### src/sdpb_cfg.svh
/*
 Constants of the servo drive parameter bank: register byte offsets,
 configuration bit positions, reset values and timing figures.
 Assumes it is included by its bare name from every file that needs it.
*/
`ifndef SDPB_CFG_SVH
`define SDPB_CFG_SVH

// ----------------------------------------------------------------------------
// Register byte offsets
// ----------------------------------------------------------------------------
`define SDPB_OFS_B_PHASE_CURRENT_OFFSET   8'h00
`define SDPB_OFS_C_PHASE_CURRENT_OFFSET   8'h04
`define SDPB_OFS_C_PHASE_CURRENT_SAMPLE   8'h08
`define SDPB_OFS_B_PHASE_CURRENT_SAMPLE   8'h0c
`define SDPB_OFS_BUS_CAP_VOLTAGE_SAMPLE   8'h10
`define SDPB_OFS_MOTOR_TEMP_SAMPLE        8'h14
`define SDPB_OFS_TIME_SINCE_RESTORE       8'h18
`define SDPB_OFS_DRIVE_IDENTITY_WORD      8'h1c
`define SDPB_OFS_DRIVE_IDENTITY_WORD_TWO  8'h20
`define SDPB_OFS_MULTIFUNCTION_CFG_ONE    8'h24
`define SDPB_OFS_MULTIFUNCTION_CFG_TWO    8'h28
`define SDPB_OFS_UNDERVOLT_THRESHOLD      8'h2c
`define SDPB_OFS_PASSWORD                 8'h30

// ----------------------------------------------------------------------------
// Reset values
// ----------------------------------------------------------------------------
`define SDPB_RST_CFG_ONE            16'h00dc
`define SDPB_RST_CFG_TWO            16'h0002
`define SDPB_RST_OFFSET             16'h0000
`define SDPB_RST_UNDERVOLT          16'h4000
// Identity words and password key: arbitrary values
`define SDPB_IDENTITY_ONE           16'h0a5a
`define SDPB_IDENTITY_TWO           16'h05a5
`define SDPB_PASSWORD_KEY           16'h1234

// ----------------------------------------------------------------------------
// Bit positions of the multi-function words
// ----------------------------------------------------------------------------
`define SDPB_C1_AI_AUTO_CORRECT     0
`define SDPB_C1_DO_PROTECT_OFF      1
`define SDPB_C1_HOMING_NO_OFFSET    9
`define SDPB_C1_UNDERVOLT_RELAY     11
`define SDPB_C2_TFF_FROM_VELOCITY   0
`define SDPB_C2_TFF_DISABLE         1
`define SDPB_C2_PHASE_FIND_ON_PWR   2
`define SDPB_C2_LEARN_VF_ONLY       3
`define SDPB_C2_RESOLVER_RESOLVER_FREQUENCY_SELECT_ONE  4
`define SDPB_C2_RESOLVER_AUX_CTRL   5
`define SDPB_C2_RESOLVER_AUTO_CLR   6
`define SDPB_C2_PULSE_HIGH_SPEED    7

// ----------------------------------------------------------------------------
// Timing
// ----------------------------------------------------------------------------
`define SDPB_CLK_PERIOD_PS          4000
`define SDPB_RUNTIME_UNIT_MS        1
`define SDPB_CYCLES_PER_MS          ((`SDPB_RUNTIME_UNIT_MS * 1000000000) / `SDPB_CLK_PERIOD_PS)
`define SDPB_CAL_LOG2_SAMPLES       4

`endif

### src/sdpb_pkg.sv
/*
 Types of the servo drive parameter bank.
 Assumes sdpb_cfg.svh is on the include path.
*/
package sdpb_pkg;

   // -------------------------------------------------------------------------
   // ADC sample bundle, one word per monitored channel
   // -------------------------------------------------------------------------
   typedef struct packed {
      logic [15:0] c_phase_current;
      logic [15:0] b_phase_current;
      logic [15:0] bus_cap_voltage;
      logic [15:0] motor_temp;
   } sdpb_adc_t;

   // -------------------------------------------------------------------------
   // Steering levels handed to the drive core
   // -------------------------------------------------------------------------
   typedef struct packed {
      logic ai_auto_correct_en;
      logic do_protect_en;
      logic homing_no_offset;
      logic tff_from_velocity;
      logic tff_enable;
      logic encoder_learn_vf_only;
      logic resolver_frequency_select_one;
      logic resolver_aux_control;
      logic pulse_src_high_speed;
   } sdpb_ctrl_t;

   // Read answer: data and response code
   typedef struct packed {
      logic [31:0] data;
      logic [1:0]  resp;
   } sdpb_rd_t;

endpackage : sdpb_pkg

### src/sdpb_runtime_ms.sv
/*
 Millisecond running-time counter with its own cycle prescaler.
 Assumes one clock and a synchronous active-low reset.
*/
`timescale 1ns/1ns
module sdpb_runtime_ms #(
   parameter int CYCLES_PER_MS = 250000
) (
   // Clock and reset
   input  wire logic        i_ref_clk,
   input  wire logic        i_resetn,
   // Control
   input  wire logic        i_run,
   input  wire logic        i_restore,
   // Count
   output logic [31:0]      o_ms_count
);

   logic [31:0] presc_r;
   logic [31:0] ms_count_r;

   // ---------------------------------------------------------------------------
   // Prescaler and counter
   // ---------------------------------------------------------------------------
   // Restore wins over counting so the count starts afresh at zero
   always_ff @(posedge i_ref_clk) begin
      if (!i_resetn || i_restore) begin
         presc_r    <= 32'h0000_0000;
         ms_count_r <= 32'h0000_0000;
      end else if (i_run) begin
         if (presc_r == 32'(CYCLES_PER_MS - 1)) begin
            presc_r    <= 32'h0000_0000;
            ms_count_r <= ms_count_r + 32'h0000_0001;
         end else begin
            presc_r <= presc_r + 32'h0000_0001;
         end
      end
   end

   assign o_ms_count = ms_count_r;

endmodule : sdpb_runtime_ms

### src/sdpb_param_bank.sv
/*
 Servo drive parameter bank: monitor, identity and multi-function
 configuration registers behind an AXI4-Lite slave, plus the steering
 levels those registers drive into the drive core.
 Assumes ADC samples arrive synchronous to i_ref_clk with a valid strobe,
 and that the drive core acts on the steering levels it is given.
*/
// Decided for this implementation: the address map and the AXI4-Lite register port.
// Behaviour
// - Bit 0 of the first configuration word turns on analog input offset correction.
// - Bit 1 of the first configuration word turns digital output protection off.
// - With bit 11 of the first word set the relay opens on undervoltage, with it clear a closed relay stays closed.
// - Bit 9 of the first word makes homing take the found origin directly as offset position.
// - Bit 0 of the second word picks velocity-based torque feedforward when one, position-based when zero.
// - Bit 1 of the second word disables torque feedforward while the loop-structure selector is 0 or 1.
// - Bit 2 of the second word starts linear-motor phase finding once after power-on.
// - Bit 3 of the second word makes encoder learning skip parameter learning and run open-loop V/f only.
// - Bit 4 of the second word asserts the resolver frequency-select-one setting.
// - Bit 5 of the second word asserts the auxiliary resolver control setting.
// - Bit 6 of the second word clears resolver faults automatically.
// - Bit 7 of the second word selects the high-speed pulse input, zero the low-speed one.
// - The C-phase offset is password protected and computed at every power-on.
`timescale 1ns/1ns
`include "sdpb_cfg.svh"
module sdpb_param_bank #(
   parameter int CYCLES_PER_MS = `SDPB_CYCLES_PER_MS
) (
   // Clock and reset
   input  wire logic                i_ref_clk,
   input  wire logic                i_resetn,
   // AXI4-Lite write address and data
   input  wire logic [7:0]          i_s_axi_awaddr,
   input  wire logic                i_s_axi_awvalid,
   output logic                     o_s_axi_awready,
   input  wire logic [31:0]         i_s_axi_wdata,
   input  wire logic [3:0]          i_s_axi_wstrb,
   input  wire logic                i_s_axi_wvalid,
   output logic                     o_s_axi_wready,
   // AXI4-Lite write response
   output logic [1:0]               o_s_axi_bresp,
   output logic                     o_s_axi_bvalid,
   input  wire logic                i_s_axi_bready,
   // AXI4-Lite read
   input  wire logic [7:0]          i_s_axi_araddr,
   input  wire logic                i_s_axi_arvalid,
   output logic                     o_s_axi_arready,
   output logic [31:0]              o_s_axi_rdata,
   output logic [1:0]               o_s_axi_rresp,
   output logic                     o_s_axi_rvalid,
   input  wire logic                i_s_axi_rready,
   // Drive core inputs
   input  wire sdpb_pkg::sdpb_adc_t i_adc,
   input  wire logic                i_adc_valid,
   input  wire logic [3:0]          i_loop_structure_selector,
   input  wire logic                i_relay_close_req,
   input  wire logic                i_drive_run,
   input  wire logic                i_factory_restore,
   input  wire logic                i_resolver_fault,
   // Drive core outputs
   output sdpb_pkg::sdpb_ctrl_t     o_ctrl,
   output logic                     o_relay_close,
   output logic                     o_phase_find_start,
   output logic                     o_resolver_fault_clear
);
   import sdpb_pkg::*;

   localparam logic [1:0] RESP_OKAY   = 2'h0;
   localparam logic [1:0] RESP_SLVERR = 2'h2;
   localparam logic [1:0] RESP_DECERR = 2'h3;

   // ---------------------------------------------------------------------------
   // Storage
   // ---------------------------------------------------------------------------
   logic [15:0] cfg_one_r;
   logic [15:0] cfg_two_r;
   logic [15:0] uv_threshold_r;
   logic        unlocked_r;
   logic [15:0] b_offset_r;
   logic [15:0] c_offset_r;
   sdpb_adc_t   adc_r;
   logic [31:0] ms_count;
   // Power-on offset calibration
   logic [`SDPB_CAL_LOG2_SAMPLES:0]      cal_cnt_r;
   logic [16+`SDPB_CAL_LOG2_SAMPLES-1:0] b_sum_r;
   logic [16+`SDPB_CAL_LOG2_SAMPLES-1:0] c_sum_r;
   logic        cal_done_r;
   logic        phase_find_pending_r;
   // Bus state
   logic        aw_hold_r;
   logic [7:0]  aw_addr_r;
   logic        w_hold_r;
   logic [31:0] w_data_r;
   logic [3:0]  w_strb_r;
   logic        ar_hold_r;
   logic [7:0]  ar_addr_r;
   logic        do_write;
   logic        wr_ok;
   logic [15:0] wr_half;
   sdpb_rd_t    rd_nxt;

   // ---------------------------------------------------------------------------
   // Write address and data channels
   // ---------------------------------------------------------------------------
   // Address and data are accepted in either order, one write at a time
   always_ff @(posedge i_ref_clk) begin
      if (!i_resetn) begin
         o_s_axi_awready <= 1'b0;
         aw_hold_r       <= 1'b0;
         aw_addr_r       <= 8'h00;
      end else if (i_s_axi_awvalid && o_s_axi_awready) begin
         o_s_axi_awready <= 1'b0;
         aw_hold_r       <= 1'b1;
         aw_addr_r       <= i_s_axi_awaddr;
      end else if (do_write) begin
         aw_hold_r <= 1'b0;
      end else if (!aw_hold_r && !o_s_axi_bvalid) begin
         o_s_axi_awready <= 1'b1;
      end
   end

   always_ff @(posedge i_ref_clk) begin
      if (!i_resetn) begin
         o_s_axi_wready <= 1'b0;
         w_hold_r       <= 1'b0;
         w_data_r       <= 32'h0000_0000;
         w_strb_r       <= 4'h0;
      end else if (i_s_axi_wvalid && o_s_axi_wready) begin
         o_s_axi_wready <= 1'b0;
         w_hold_r       <= 1'b1;
         w_data_r       <= i_s_axi_wdata;
         w_strb_r       <= i_s_axi_wstrb;
      end else if (do_write) begin
         w_hold_r <= 1'b0;
      end else if (!w_hold_r && !o_s_axi_bvalid) begin
         o_s_axi_wready <= 1'b1;
      end
   end

   assign do_write = aw_hold_r && w_hold_r && !o_s_axi_bvalid;

   // Low half of the write word with byte strobes applied per register
   function automatic logic [15:0] merge_half(input logic [15:0] old_v);
      merge_half[7:0]  = w_strb_r[0] ? w_data_r[7:0]  : old_v[7:0];
      merge_half[15:8] = w_strb_r[1] ? w_data_r[15:8] : old_v[15:8];
   endfunction : merge_half

   assign wr_half = w_data_r[15:0];

   // ---------------------------------------------------------------------------
   // Write response
   // ---------------------------------------------------------------------------
   // Read-only registers answer OKAY and keep their contents
   always_comb begin
      wr_ok = 1'b1;
      unique case (aw_addr_r)
         `SDPB_OFS_B_PHASE_CURRENT_OFFSET,
         `SDPB_OFS_C_PHASE_CURRENT_OFFSET:  wr_ok = unlocked_r;
         `SDPB_OFS_C_PHASE_CURRENT_SAMPLE,
         `SDPB_OFS_B_PHASE_CURRENT_SAMPLE,
         `SDPB_OFS_BUS_CAP_VOLTAGE_SAMPLE,
         `SDPB_OFS_MOTOR_TEMP_SAMPLE,
         `SDPB_OFS_TIME_SINCE_RESTORE,
         `SDPB_OFS_DRIVE_IDENTITY_WORD,
         `SDPB_OFS_DRIVE_IDENTITY_WORD_TWO,
         `SDPB_OFS_MULTIFUNCTION_CFG_ONE,
         `SDPB_OFS_MULTIFUNCTION_CFG_TWO,
         `SDPB_OFS_UNDERVOLT_THRESHOLD,
         `SDPB_OFS_PASSWORD:                wr_ok = 1'b1;
         default:                           wr_ok = 1'b0;
      endcase
   end

   always_ff @(posedge i_ref_clk) begin
      if (!i_resetn) begin
         o_s_axi_bvalid <= 1'b0;
         o_s_axi_bresp  <= RESP_OKAY;
      end else if (do_write) begin
         o_s_axi_bvalid <= 1'b1;
         if (wr_ok) begin
            o_s_axi_bresp <= RESP_OKAY;
         end else if (aw_addr_r == `SDPB_OFS_B_PHASE_CURRENT_OFFSET ||
                      aw_addr_r == `SDPB_OFS_C_PHASE_CURRENT_OFFSET) begin
            o_s_axi_bresp <= RESP_SLVERR;
         end else begin
            o_s_axi_bresp <= RESP_DECERR;
         end
      end else if (i_s_axi_bready) begin
         o_s_axi_bvalid <= 1'b0;
      end
   end

   // ---------------------------------------------------------------------------
   // Writable registers
   // ---------------------------------------------------------------------------
   // All sixteen bits are kept, undefined ones steer nothing
   always_ff @(posedge i_ref_clk) begin
      if (!i_resetn) begin
         cfg_one_r      <= `SDPB_RST_CFG_ONE;
         cfg_two_r      <= `SDPB_RST_CFG_TWO;
         uv_threshold_r <= `SDPB_RST_UNDERVOLT;
      end else if (do_write) begin
         if (aw_addr_r == `SDPB_OFS_MULTIFUNCTION_CFG_ONE) begin
            cfg_one_r <= merge_half(cfg_one_r);
         end
         if (aw_addr_r == `SDPB_OFS_MULTIFUNCTION_CFG_TWO) begin
            cfg_two_r <= merge_half(cfg_two_r);
         end
         if (aw_addr_r == `SDPB_OFS_UNDERVOLT_THRESHOLD) begin
            uv_threshold_r <= merge_half(uv_threshold_r);
         end
      end
   end

   // Any write to the password word locks again unless it carries the key
   always_ff @(posedge i_ref_clk) begin
      if (!i_resetn) begin
         unlocked_r <= 1'b0;
      end else if (do_write && aw_addr_r == `SDPB_OFS_PASSWORD) begin
         unlocked_r <= (wr_half == `SDPB_PASSWORD_KEY);
      end
   end

   // ---------------------------------------------------------------------------
   // Monitors and power-on offset calibration
   // ---------------------------------------------------------------------------
   // Samples only ever come from the ADC side, never from the bus
   always_ff @(posedge i_ref_clk) begin
      if (!i_resetn) begin
         adc_r <= '0;
      end else if (i_adc_valid) begin
         adc_r <= i_adc;
      end
   end

   // Offsets are the sum of the first 15 samples after reset divided by 16, motor at rest
   always_ff @(posedge i_ref_clk) begin
      if (!i_resetn) begin
         cal_cnt_r  <= '0;
         b_sum_r    <= '0;
         c_sum_r    <= '0;
         cal_done_r <= 1'b0;
         b_offset_r <= `SDPB_RST_OFFSET;
         c_offset_r <= `SDPB_RST_OFFSET;
      end else if (!cal_done_r && i_adc_valid) begin
         b_sum_r   <= b_sum_r + {{`SDPB_CAL_LOG2_SAMPLES{1'b0}}, i_adc.b_phase_current};
         c_sum_r   <= c_sum_r + {{`SDPB_CAL_LOG2_SAMPLES{1'b0}}, i_adc.c_phase_current};
         cal_cnt_r <= cal_cnt_r + 1'b1;
         if (cal_cnt_r[`SDPB_CAL_LOG2_SAMPLES-1:0] == {`SDPB_CAL_LOG2_SAMPLES{1'b1}}) begin
            cal_done_r <= 1'b1;
            b_offset_r <= b_sum_r[16+`SDPB_CAL_LOG2_SAMPLES-1:`SDPB_CAL_LOG2_SAMPLES];
            c_offset_r <= c_sum_r[16+`SDPB_CAL_LOG2_SAMPLES-1:`SDPB_CAL_LOG2_SAMPLES];
         end
      end
   end

   // Running-time counter
   sdpb_runtime_ms #(
      .CYCLES_PER_MS (CYCLES_PER_MS)
   ) u_runtime (
      .i_ref_clk  (i_ref_clk),
      .i_resetn   (i_resetn),
      .i_run      (i_drive_run),
      .i_restore  (i_factory_restore),
      .o_ms_count (ms_count)
   );

   // ---------------------------------------------------------------------------
   // Read channel
   // ---------------------------------------------------------------------------
   // Protected offsets read zero with SLVERR until the password is given
   always_comb begin
      rd_nxt = '{data: 32'h0000_0000, resp: RESP_OKAY};
      unique case (ar_addr_r)
         `SDPB_OFS_B_PHASE_CURRENT_OFFSET: begin
            if (unlocked_r) rd_nxt.data = {16'h0000, b_offset_r};
            else            rd_nxt.resp = RESP_SLVERR;
         end
         `SDPB_OFS_C_PHASE_CURRENT_OFFSET: begin
            if (unlocked_r) rd_nxt.data = {16'h0000, c_offset_r};
            else            rd_nxt.resp = RESP_SLVERR;
         end
         `SDPB_OFS_C_PHASE_CURRENT_SAMPLE:   rd_nxt.data = {16'h0000, adc_r.c_phase_current};
         `SDPB_OFS_B_PHASE_CURRENT_SAMPLE:   rd_nxt.data = {16'h0000, adc_r.b_phase_current};
         `SDPB_OFS_BUS_CAP_VOLTAGE_SAMPLE:   rd_nxt.data = {16'h0000, adc_r.bus_cap_voltage};
         `SDPB_OFS_MOTOR_TEMP_SAMPLE:        rd_nxt.data = {16'h0000, adc_r.motor_temp};
         `SDPB_OFS_TIME_SINCE_RESTORE:       rd_nxt.data = ms_count;
         `SDPB_OFS_DRIVE_IDENTITY_WORD:      rd_nxt.data = {16'h0000, 16'(`SDPB_IDENTITY_ONE)};
         `SDPB_OFS_DRIVE_IDENTITY_WORD_TWO:  rd_nxt.data = {16'h0000, 16'(`SDPB_IDENTITY_TWO)};
         `SDPB_OFS_MULTIFUNCTION_CFG_ONE:    rd_nxt.data = {16'h0000, cfg_one_r};
         `SDPB_OFS_MULTIFUNCTION_CFG_TWO:    rd_nxt.data = {16'h0000, cfg_two_r};
         `SDPB_OFS_UNDERVOLT_THRESHOLD:      rd_nxt.data = {16'h0000, uv_threshold_r};
         `SDPB_OFS_PASSWORD:                 rd_nxt.data = {31'h0000_0000, unlocked_r};
         default:                            rd_nxt.resp = RESP_DECERR;
      endcase
   end

   always_ff @(posedge i_ref_clk) begin
      if (!i_resetn) begin
         o_s_axi_arready <= 1'b0;
         ar_hold_r       <= 1'b0;
         ar_addr_r       <= 8'h00;
         o_s_axi_rvalid  <= 1'b0;
         o_s_axi_rdata   <= 32'h0000_0000;
         o_s_axi_rresp   <= RESP_OKAY;
      end else begin
         if (i_s_axi_arvalid && o_s_axi_arready) begin
            o_s_axi_arready <= 1'b0;
            ar_hold_r       <= 1'b1;
            ar_addr_r       <= i_s_axi_araddr;
         end else if (ar_hold_r && !o_s_axi_rvalid) begin
            ar_hold_r      <= 1'b0;
            o_s_axi_rvalid <= 1'b1;
            o_s_axi_rdata  <= rd_nxt.data;
            o_s_axi_rresp  <= rd_nxt.resp;
         end else if (o_s_axi_rvalid && i_s_axi_rready) begin
            o_s_axi_rvalid <= 1'b0;
         end else if (!ar_hold_r && !o_s_axi_rvalid) begin
            o_s_axi_arready <= 1'b1;
         end
      end
   end

   // ---------------------------------------------------------------------------
   // Steering levels
   // ---------------------------------------------------------------------------
   // Registered so every output leaves from a flip-flop, one cycle after a write
   always_ff @(posedge i_ref_clk) begin
      if (!i_resetn) begin
         o_ctrl <= '0;
      end else begin
         o_ctrl.ai_auto_correct_en            <= cfg_one_r[`SDPB_C1_AI_AUTO_CORRECT];
         o_ctrl.do_protect_en                 <= !cfg_one_r[`SDPB_C1_DO_PROTECT_OFF];
         o_ctrl.homing_no_offset              <= cfg_one_r[`SDPB_C1_HOMING_NO_OFFSET];
         o_ctrl.tff_from_velocity             <= cfg_two_r[`SDPB_C2_TFF_FROM_VELOCITY];
         o_ctrl.tff_enable                    <= !(cfg_two_r[`SDPB_C2_TFF_DISABLE] &&
                                                   i_loop_structure_selector <= 4'h1);
         o_ctrl.encoder_learn_vf_only         <= cfg_two_r[`SDPB_C2_LEARN_VF_ONLY];
         o_ctrl.resolver_frequency_select_one <= cfg_two_r[`SDPB_C2_RESOLVER_RESOLVER_FREQUENCY_SELECT_ONE];
         o_ctrl.resolver_aux_control          <= cfg_two_r[`SDPB_C2_RESOLVER_AUX_CTRL];
         o_ctrl.pulse_src_high_speed          <= cfg_two_r[`SDPB_C2_PULSE_HIGH_SPEED];
      end
   end

   // Relay: opens on undervoltage only when enabled, otherwise latches closed
   always_ff @(posedge i_ref_clk) begin
      if (!i_resetn) begin
         o_relay_close <= 1'b0;
      end else if (cfg_one_r[`SDPB_C1_UNDERVOLT_RELAY]) begin
         o_relay_close <= i_relay_close_req && (adc_r.bus_cap_voltage >= uv_threshold_r);
      end else begin
         o_relay_close <= o_relay_close || i_relay_close_req;
      end
   end

   // Phase finding fires once per power-on, before the first run
   always_ff @(posedge i_ref_clk) begin
      if (!i_resetn) begin
         phase_find_pending_r <= 1'b1;
         o_phase_find_start   <= 1'b0;
      end else begin
         o_phase_find_start <= 1'b0;
         if (phase_find_pending_r && cal_done_r && cfg_two_r[`SDPB_C2_PHASE_FIND_ON_PWR]) begin
            o_phase_find_start   <= 1'b1;
            phase_find_pending_r <= 1'b0;
         end else if (i_drive_run) begin
            phase_find_pending_r <= 1'b0;
         end
      end
   end

   // Fault clear follows the fault level while auto clearing is on
   always_ff @(posedge i_ref_clk) begin
      if (!i_resetn) begin
         o_resolver_fault_clear <= 1'b0;
      end else begin
         o_resolver_fault_clear <= i_resolver_fault && cfg_two_r[`SDPB_C2_RESOLVER_AUTO_CLR];
      end
   end

endmodule : sdpb_param_bank

### config.mk
export PLATFORM = sky130hd
export DESIGN_NAME = sdpb_param_bank
export DESIGN_NICKNAME = d
export VERILOG_FILES = /design/src/sdpb_pkg.sv /design/src/sdpb_runtime_ms.sv /design/src/sdpb_param_bank.sv
export VERILOG_INCLUDE_DIRS = /design/src
export SDC_FILE = /design/constraint.sdc
export NUM_CORES = 1
export LEC_CHECK = 0
export BUFFER_PORTS_ARGS = -buffer_cell sky130_fd_sc_hd__buf_2
export CORE_MARGIN = 1.5
export CORE_UTILIZATION = 35
export CTS_CLUSTER_DIAMETER = 120
export DETAILED_ROUTE_END_ITERATION = 12
export PLACE_DENSITY = 0.64
export REMOVE_ABC_BUFFERS = 1
export SYNTH_ARGS = -nofsm -noshare
export SYNTH_HDL_FRONTEND = slang
export SYNTH_SLANG_ARGS = --single-unit
### constraint.sdc
create_clock -name i_ref_clk -period 3.71 [get_ports i_ref_clk]
set_input_delay 0.1855 -clock i_ref_clk [delete_from_list [all_inputs] [get_ports i_ref_clk]]
set_output_delay 0.1855 -clock i_ref_clk [all_outputs]
set_load 0.1 [all_outputs]
-- Word-level counts from Yosys, hierarchy flattened
Index checks and enable logic that the tools add are counted.
- word-level logic and storage cells: 165
- output and inout bits: 53
- flip-flop bits (word level): 346
- equal/unequal tests: 27
- order comparisons: 2
- bitwise gates (word level): 5
- add/subtract/negate cells: 5
- reductions and logical operators: 57
- muxes and demuxes: 22
- operators with widths (operator ; number):
    $pmux 32 s13 ; 1
    $eq 8x6->1 const B ; 10
    $add 32x1->32 const B ; 2
    $eq 8x5->1 const B ; 8
    $add 20x16->20 ; 2
    $eq 32x18->1 const B ; 1
    $eq 8x4->1 const B ; 4
    $mux 16 ; 2
    $mux 32 ; 1
    $reduce_or 11->1 ; 2
    $reduce_and 3->1 ; 7
    $logic_and 1x1->1 ; 17
    $eq 16x13->1 const B ; 1
    $eq 8x3->1 const B ; 2
    $ge 16x16->1 ; 1
    $logic_not 8->1 ; 2
    $mux 1 ; 14
    $reduce_and 2->1 ; 6
    $reduce_bool 2->1 ; 6
    $reduce_or 2->1 ; 5
    $logic_not 1->1 ; 9
    $add 5x1->5 const B ; 1
    $not 1->1 ; 5
    $eq 4x4->1 const B ; 1
    other kinds (5) ; 8

-- Longest topological paths before layout
- word-level depth: 4
- gate-level depth with buffers: 9
- depth with buffers taken out: 8

-- Hierarchy
Synthesis repeated with hierarchy kept, for this count alone.
- cell total of the unflattened synthesis: 1953
- area, all modules: 16592.2 µm²
- by module, submodules not included (module ; times used ; cells an instance ; area an instance (µm²) ; seq. area each (µm²)):
    sdpb_param_bank ; 1 ; 1589 ; 13585.5 ; 5625.4
    sdpb_runtime_ms ; 1 ; 364 ; 3006.6 ; 1281.2

-- Worst setup path after synthesis
Ideal clock, no wire load.
- kind: reg2reg
- from: reg o_s_axi_arready
- to: reg o_s_axi_rdata[10]
- path buffers: 2
- slack: 1.359 ns
- required time: 3.641 ns
- library setup time: 0.069 ns
- stages on the path, launching flop included: 8
- data arrival time: 2.282 ns
- path through: dfxtp_1 -> and2_1 -> clkbuf_1 -> nor3b_1 -> nor2_1 -> clkbuf_1 -> nand2_1 -> o21ai_1
- word-level cells in the longest chain between the ends: 3
- ends and longest elaborated chain (element ; line ; source):
    start, declared ; sdpb_param_bank.sv:46 ; output logic o_s_axi_arready,
    start signal, assigned ; sdpb_param_bank.sv:299 ; o_s_axi_arready <= 1'b0;
    start signal, assigned ; sdpb_param_bank.sv:307 ; o_s_axi_arready <= 1'b0;
    start signal, assigned ; sdpb_param_bank.sv:318 ; o_s_axi_arready <= 1'b1;
    $logic_and 1x1->1 ; sdpb_param_bank.sv:306 ; if (i_s_axi_arvalid && o_s_axi_arready) begin
    $not 1->1 (no line) ; -- ;
    $reduce_and 2->1 (no line) ; -- ;
    end signal, assigned ; sdpb_param_bank.sv:313 ; o_s_axi_rdata <= rd_nxt.data;
    end, declared ; sdpb_param_bank.sv:47 ; output logic [31:0] o_s_axi_rdata,
No other way between the ends.
A chain may end at the register's enable or synchronous reset.

-- Final worst setup path
- from: reg ar_addr_r[4]
- to: reg o_s_axi_rdata[8]
- word-level cells in the longest chain between the ends: 2
- elaborated cells between the ends (all ways): 14
- classes of those cells: eq/ne (12); mux (1); reduce/logical (1)
- ends and longest elaborated chain (element ; line ; source):
    start, declared ; sdpb_param_bank.sv:95 ; logic [7:0] ar_addr_r;
    start signal, assigned ; sdpb_param_bank.sv:309 ; ar_addr_r <= i_s_axi_araddr;
    $eq 8x6->1, or another cell as far along ; sdpb_param_bank.sv:273 ; unique case (ar_addr_r)
    $pmux 32 s13 * ; sdpb_param_bank.sv:273 ;
Mark *: on every way between the ends. The rest lies on a longest branch, timed or not.

==> impl_metrics.py <==
metrics = {
    "cts": {
        "clock_sinks": 345,
        "clk_pin_slew_worst_paths_ps": 60,
        "clock_path_buffers": 3,
        "root_buffer": "clkbuf_16",
        "cts_hold_buf": 113,
        "cts_made_buffers": 40,
        "cts_tree": "done",
        "insertion_delay_ps": 550,
        "postCtsSetupBuffers": 0,
        "htreeDepth": 2,
        "cts_resized": 0,
    },
    "synth": {
        "yosys-top-cells-area": "dfxtp_1 42%, mux2i_1 7.4%, nand2_1 6.9%",
        "ys_types": 77,
        "synth-async-reset-ratio": 0,
        "yosysMostFrequentCell": "dfxtp_1",
        "netlist_area_mm2": 0.01637,
        "avgSynthCellArea_um2": 8.349,
        "seq_area_frac_synth": 0.4218,
        "yosys-top-cells-count": "345 x dfxtp_1, 302 x nand2_1, 222 x nor2_1, 189 x a21oi_1, 121 x mux2i_1",
        "yosysTopAreaCell": "dfxtp_1",
        "synth_top_area_share": 0.4218,
        "synth_cells": 1961,
        "yosysWarnings": 0,
        "ys.flop_type": "dfxtp_1",
        "synth_enable_flop_cells": 0,
        "ys_seq_elements": 345,
    },
    "setup_path": {
        "cp_data_required_time_ps": 4170,
        "cp.arrival_ps": 3180,
        "critPathMaxFanout": 17,
        "crit_path_start_kind": "flop",
        "cp-end-kind": "flop",
        "worstSetupPathType": "flop to flop",
    },
    "route": {
        "wl_per_cell_um": 18.03,
        "dr.pass1.iters": 6,
        "drt_iter0_markers": 1197,
        "routed-wl-met2_mm": 23.16,
        "drt-met1-wl_mm": 22.98,
        "drc": 0,
        "num_vias": 15140,
        "topRoutingLayerUsed": "met4",
        "wl_met3_mm": 2.991,
        "routed_via_density": 5.364,
        "drt-total-wl_mm": 50.90,
        "ant_nets": 0,
    },
    "floorplan": {
        "die_h_um": 219.3,
        "initial_core_util": 0.3532,
        "die_w_um": 219.3,
        "core_mm2": 0.04636,
        "pin_count": 185,
        "num_rows": 79,
        "die_area_mm2": 0.04809,
    },
    "global_route": {
        "antenna_found_initial": 1,
        "grt_pass1_vias": 14190,
        "grt_usage": 0.2075,
        "grt-ovfl-total": 0,
        "grt_start_max_net_pins": 170,
        "grt_pass1_wl_mm": 78.21,
    },
    "finish": {
        "nNetsFinal": 2369,
        "register_area_mm2": 0.006908,
        "multi_input_area_mm2": 0.008848,
        "fillers": 4487,
        "area.growth.synth_to_final_pct": 22.73,
        "layout-drive-gt1-share": 0.1318,
    },
    "placement": {
        "portBuffers": 165,
        "gp_congestion": 0.9523,
        "post-dp-hpwl_mm": 36.15,
        "pre_cts_ws_ps": 1121,
    },
    "timing": {
        "fin_crit_sh": 0.7332,
        "relSlewSlack": 0.1940,
        "setup-tns-final_ps": 0,
        "finalMaxSlewViolations": 0,
        "max_freq_ghz": 0.3676,
        "finalWorstSetupSlack_ps": 990.0,
        "hold_viol_final": 0,
        "skew_ps": 14.48,
        "worst_pin_slew_ps": 1205,
        "timing.final.crit_period_ps": 2720,
        "finalSetupViolations": 0,
        "rsz0062_at_grt": "false",
    },
    "hold_path": {
        "hp-class": "primary input to flop",
    },
    "power": {
        "peakVddDrop_uv": 277.9,
        "p_leak_nw": 7.679,
        "power.density_mw_per_mm2": 449.1,
    },
    "outcome": {
        "status": "complete, no violations",
    },
    "run": {
        "maxCapViolations": 0,
    },
}
==> cell families after synthesis <==
logic type | after synthesis | share of synthesized area
xor gates and xnor gates | 68 | 0.03638
muxes | 127 | 0.07879
and+or+nand+nor | 819 | 0.2392
DFF | 345 | 0.4218
AOI/OAI and AO/OA | 394 | 0.1437
adders and majority gates | 53 | 0.04142
buffers and inverters | 155 | 0.03867
==> worst max-delay path, stage by stage, from the launching register on <==
cell,delay (ps)
dfxtp_1,440
buf_4,250
nor3_2,350
and2_1,660
nand2_1,350
o22ai_1,300
a221oi_1,90
o21ai_0,200
==> worst paths after layout <==
path / start / endpoint / slack (ps) / cells after the start
setup / recovery: ar_addr_r[4]$_SDFFE_PN0P_ / o_s_axi_rdata[8]$_SDFFE_PN0P_ / 990 / 7
hold / removal: i_adc[47] / adc_r[47]$_SDFFE_PN0P_ / 40 / 3
setup reg to reg: ar_addr_r[4]$_SDFFE_PN0P_ / o_s_axi_rdata[8]$_SDFFE_PN0P_ / 990 / 7
hold reg to reg: phase_find_pending_r$_SDFFE_PN1P_ / o_phase_find_start$_SDFF_PN0_ / 440 / 2
==> metal layers <==
layer / global-route usage / up-vias
li1: - / 7345
met1: 0.2772 / 7209
met2: 0.3339 / 488
met3: 0.03285 / 100
met4: 0.08037 / 0
met5: 0 / -
==> layout by cell type (no fill, tap or decap), drive strengths merged, types with 7 or more instances in the layout <==
| master | count |
|---|---|
| dfxtp | 345 |
| nand2 | 302 |
| nor2 | 222 |
| a21oi | 189 |
| buf | 185 |
| mux2i | 121 |
| dlygate4sd3 | 113 |
| nand3 | 96 |
| o21ai | 67 |
| clkbuf | 59 |
| ha | 51 |
| xor2 | 40 |
| inv | 40 |
| nand4 | 34 |
| nor3 | 34 |
| xnor2 | 28 |
| a22oi | 26 |
| a211oi | 20 |
| and2 | 18 |
| or3 | 17 |
| and3 | 17 |
| o22ai | 16 |
| nand2b | 15 |
| nor4 | 14 |
| a21o | 12 |
| o211ai | 9 |
| a221oi | 8 |
| and4 | 8 |
| nand4b | 7 |
| nor2b | 7 |
| clkinv | 7 |
| nor4b | 7 |
==> per-stage QoR <==
stage / utilization / total power, mW / area [um^2] / std cells / hold slack [ps]
2_1_floorplan: - / 4.695 / 15880 / 1844 / 247.4
3_3_place_gp: 0.3808 / 5.036 / 17650 / 2636 / 399.2
3_5_place_dp: 0.3808 / 5.060 / 17650 / 2636 / 408.5
4_1_cts: 0.4334 / 9.063 / 20090 / 2822 / 11.28
5_1_grt: 0.4335 / 9.345 / 20090 / 2823 / 18.15
6_report: 0.4335 / 9.025 / 20090 / 2823 / 37.44
==> registers in the layout, summed over array words and instances, names as in the netlist, 20 cells and up <==
| register | flops |
|---|---|
| adc_r | 64 |
| b_sum_r | 20 |
| c_sum_r | 20 |
| o_s_axi_rdata | 32 |
| u_runtime.o_ms_count | 32 |
| u_runtime.presc_r | 32 |
==> cell type report <==
type / instances / share of cell area
Tap cell: 607 / 0.03780
Sequential cell: 345 / 0.3438
Inverter: 38 / 0.007347
Clock inverter: 14 / 0.007098
Multi-Input combinational cell: 1461 / 0.4403
Antenna cell: 1 / 0.0001245
Clock buffer: 59 / 0.05791
Timing Repair Buffer: 298 / 0.1056
==> power by group <==
part           switching, mW  internal (mW)  total, mW  leakage, nW
clock network           1.60           2.32       3.93        0.634
logic                  0.658          0.458       1.12         4.24
registers              0.153           3.83       3.98         2.81
Power figures use the tool's default switching activity.
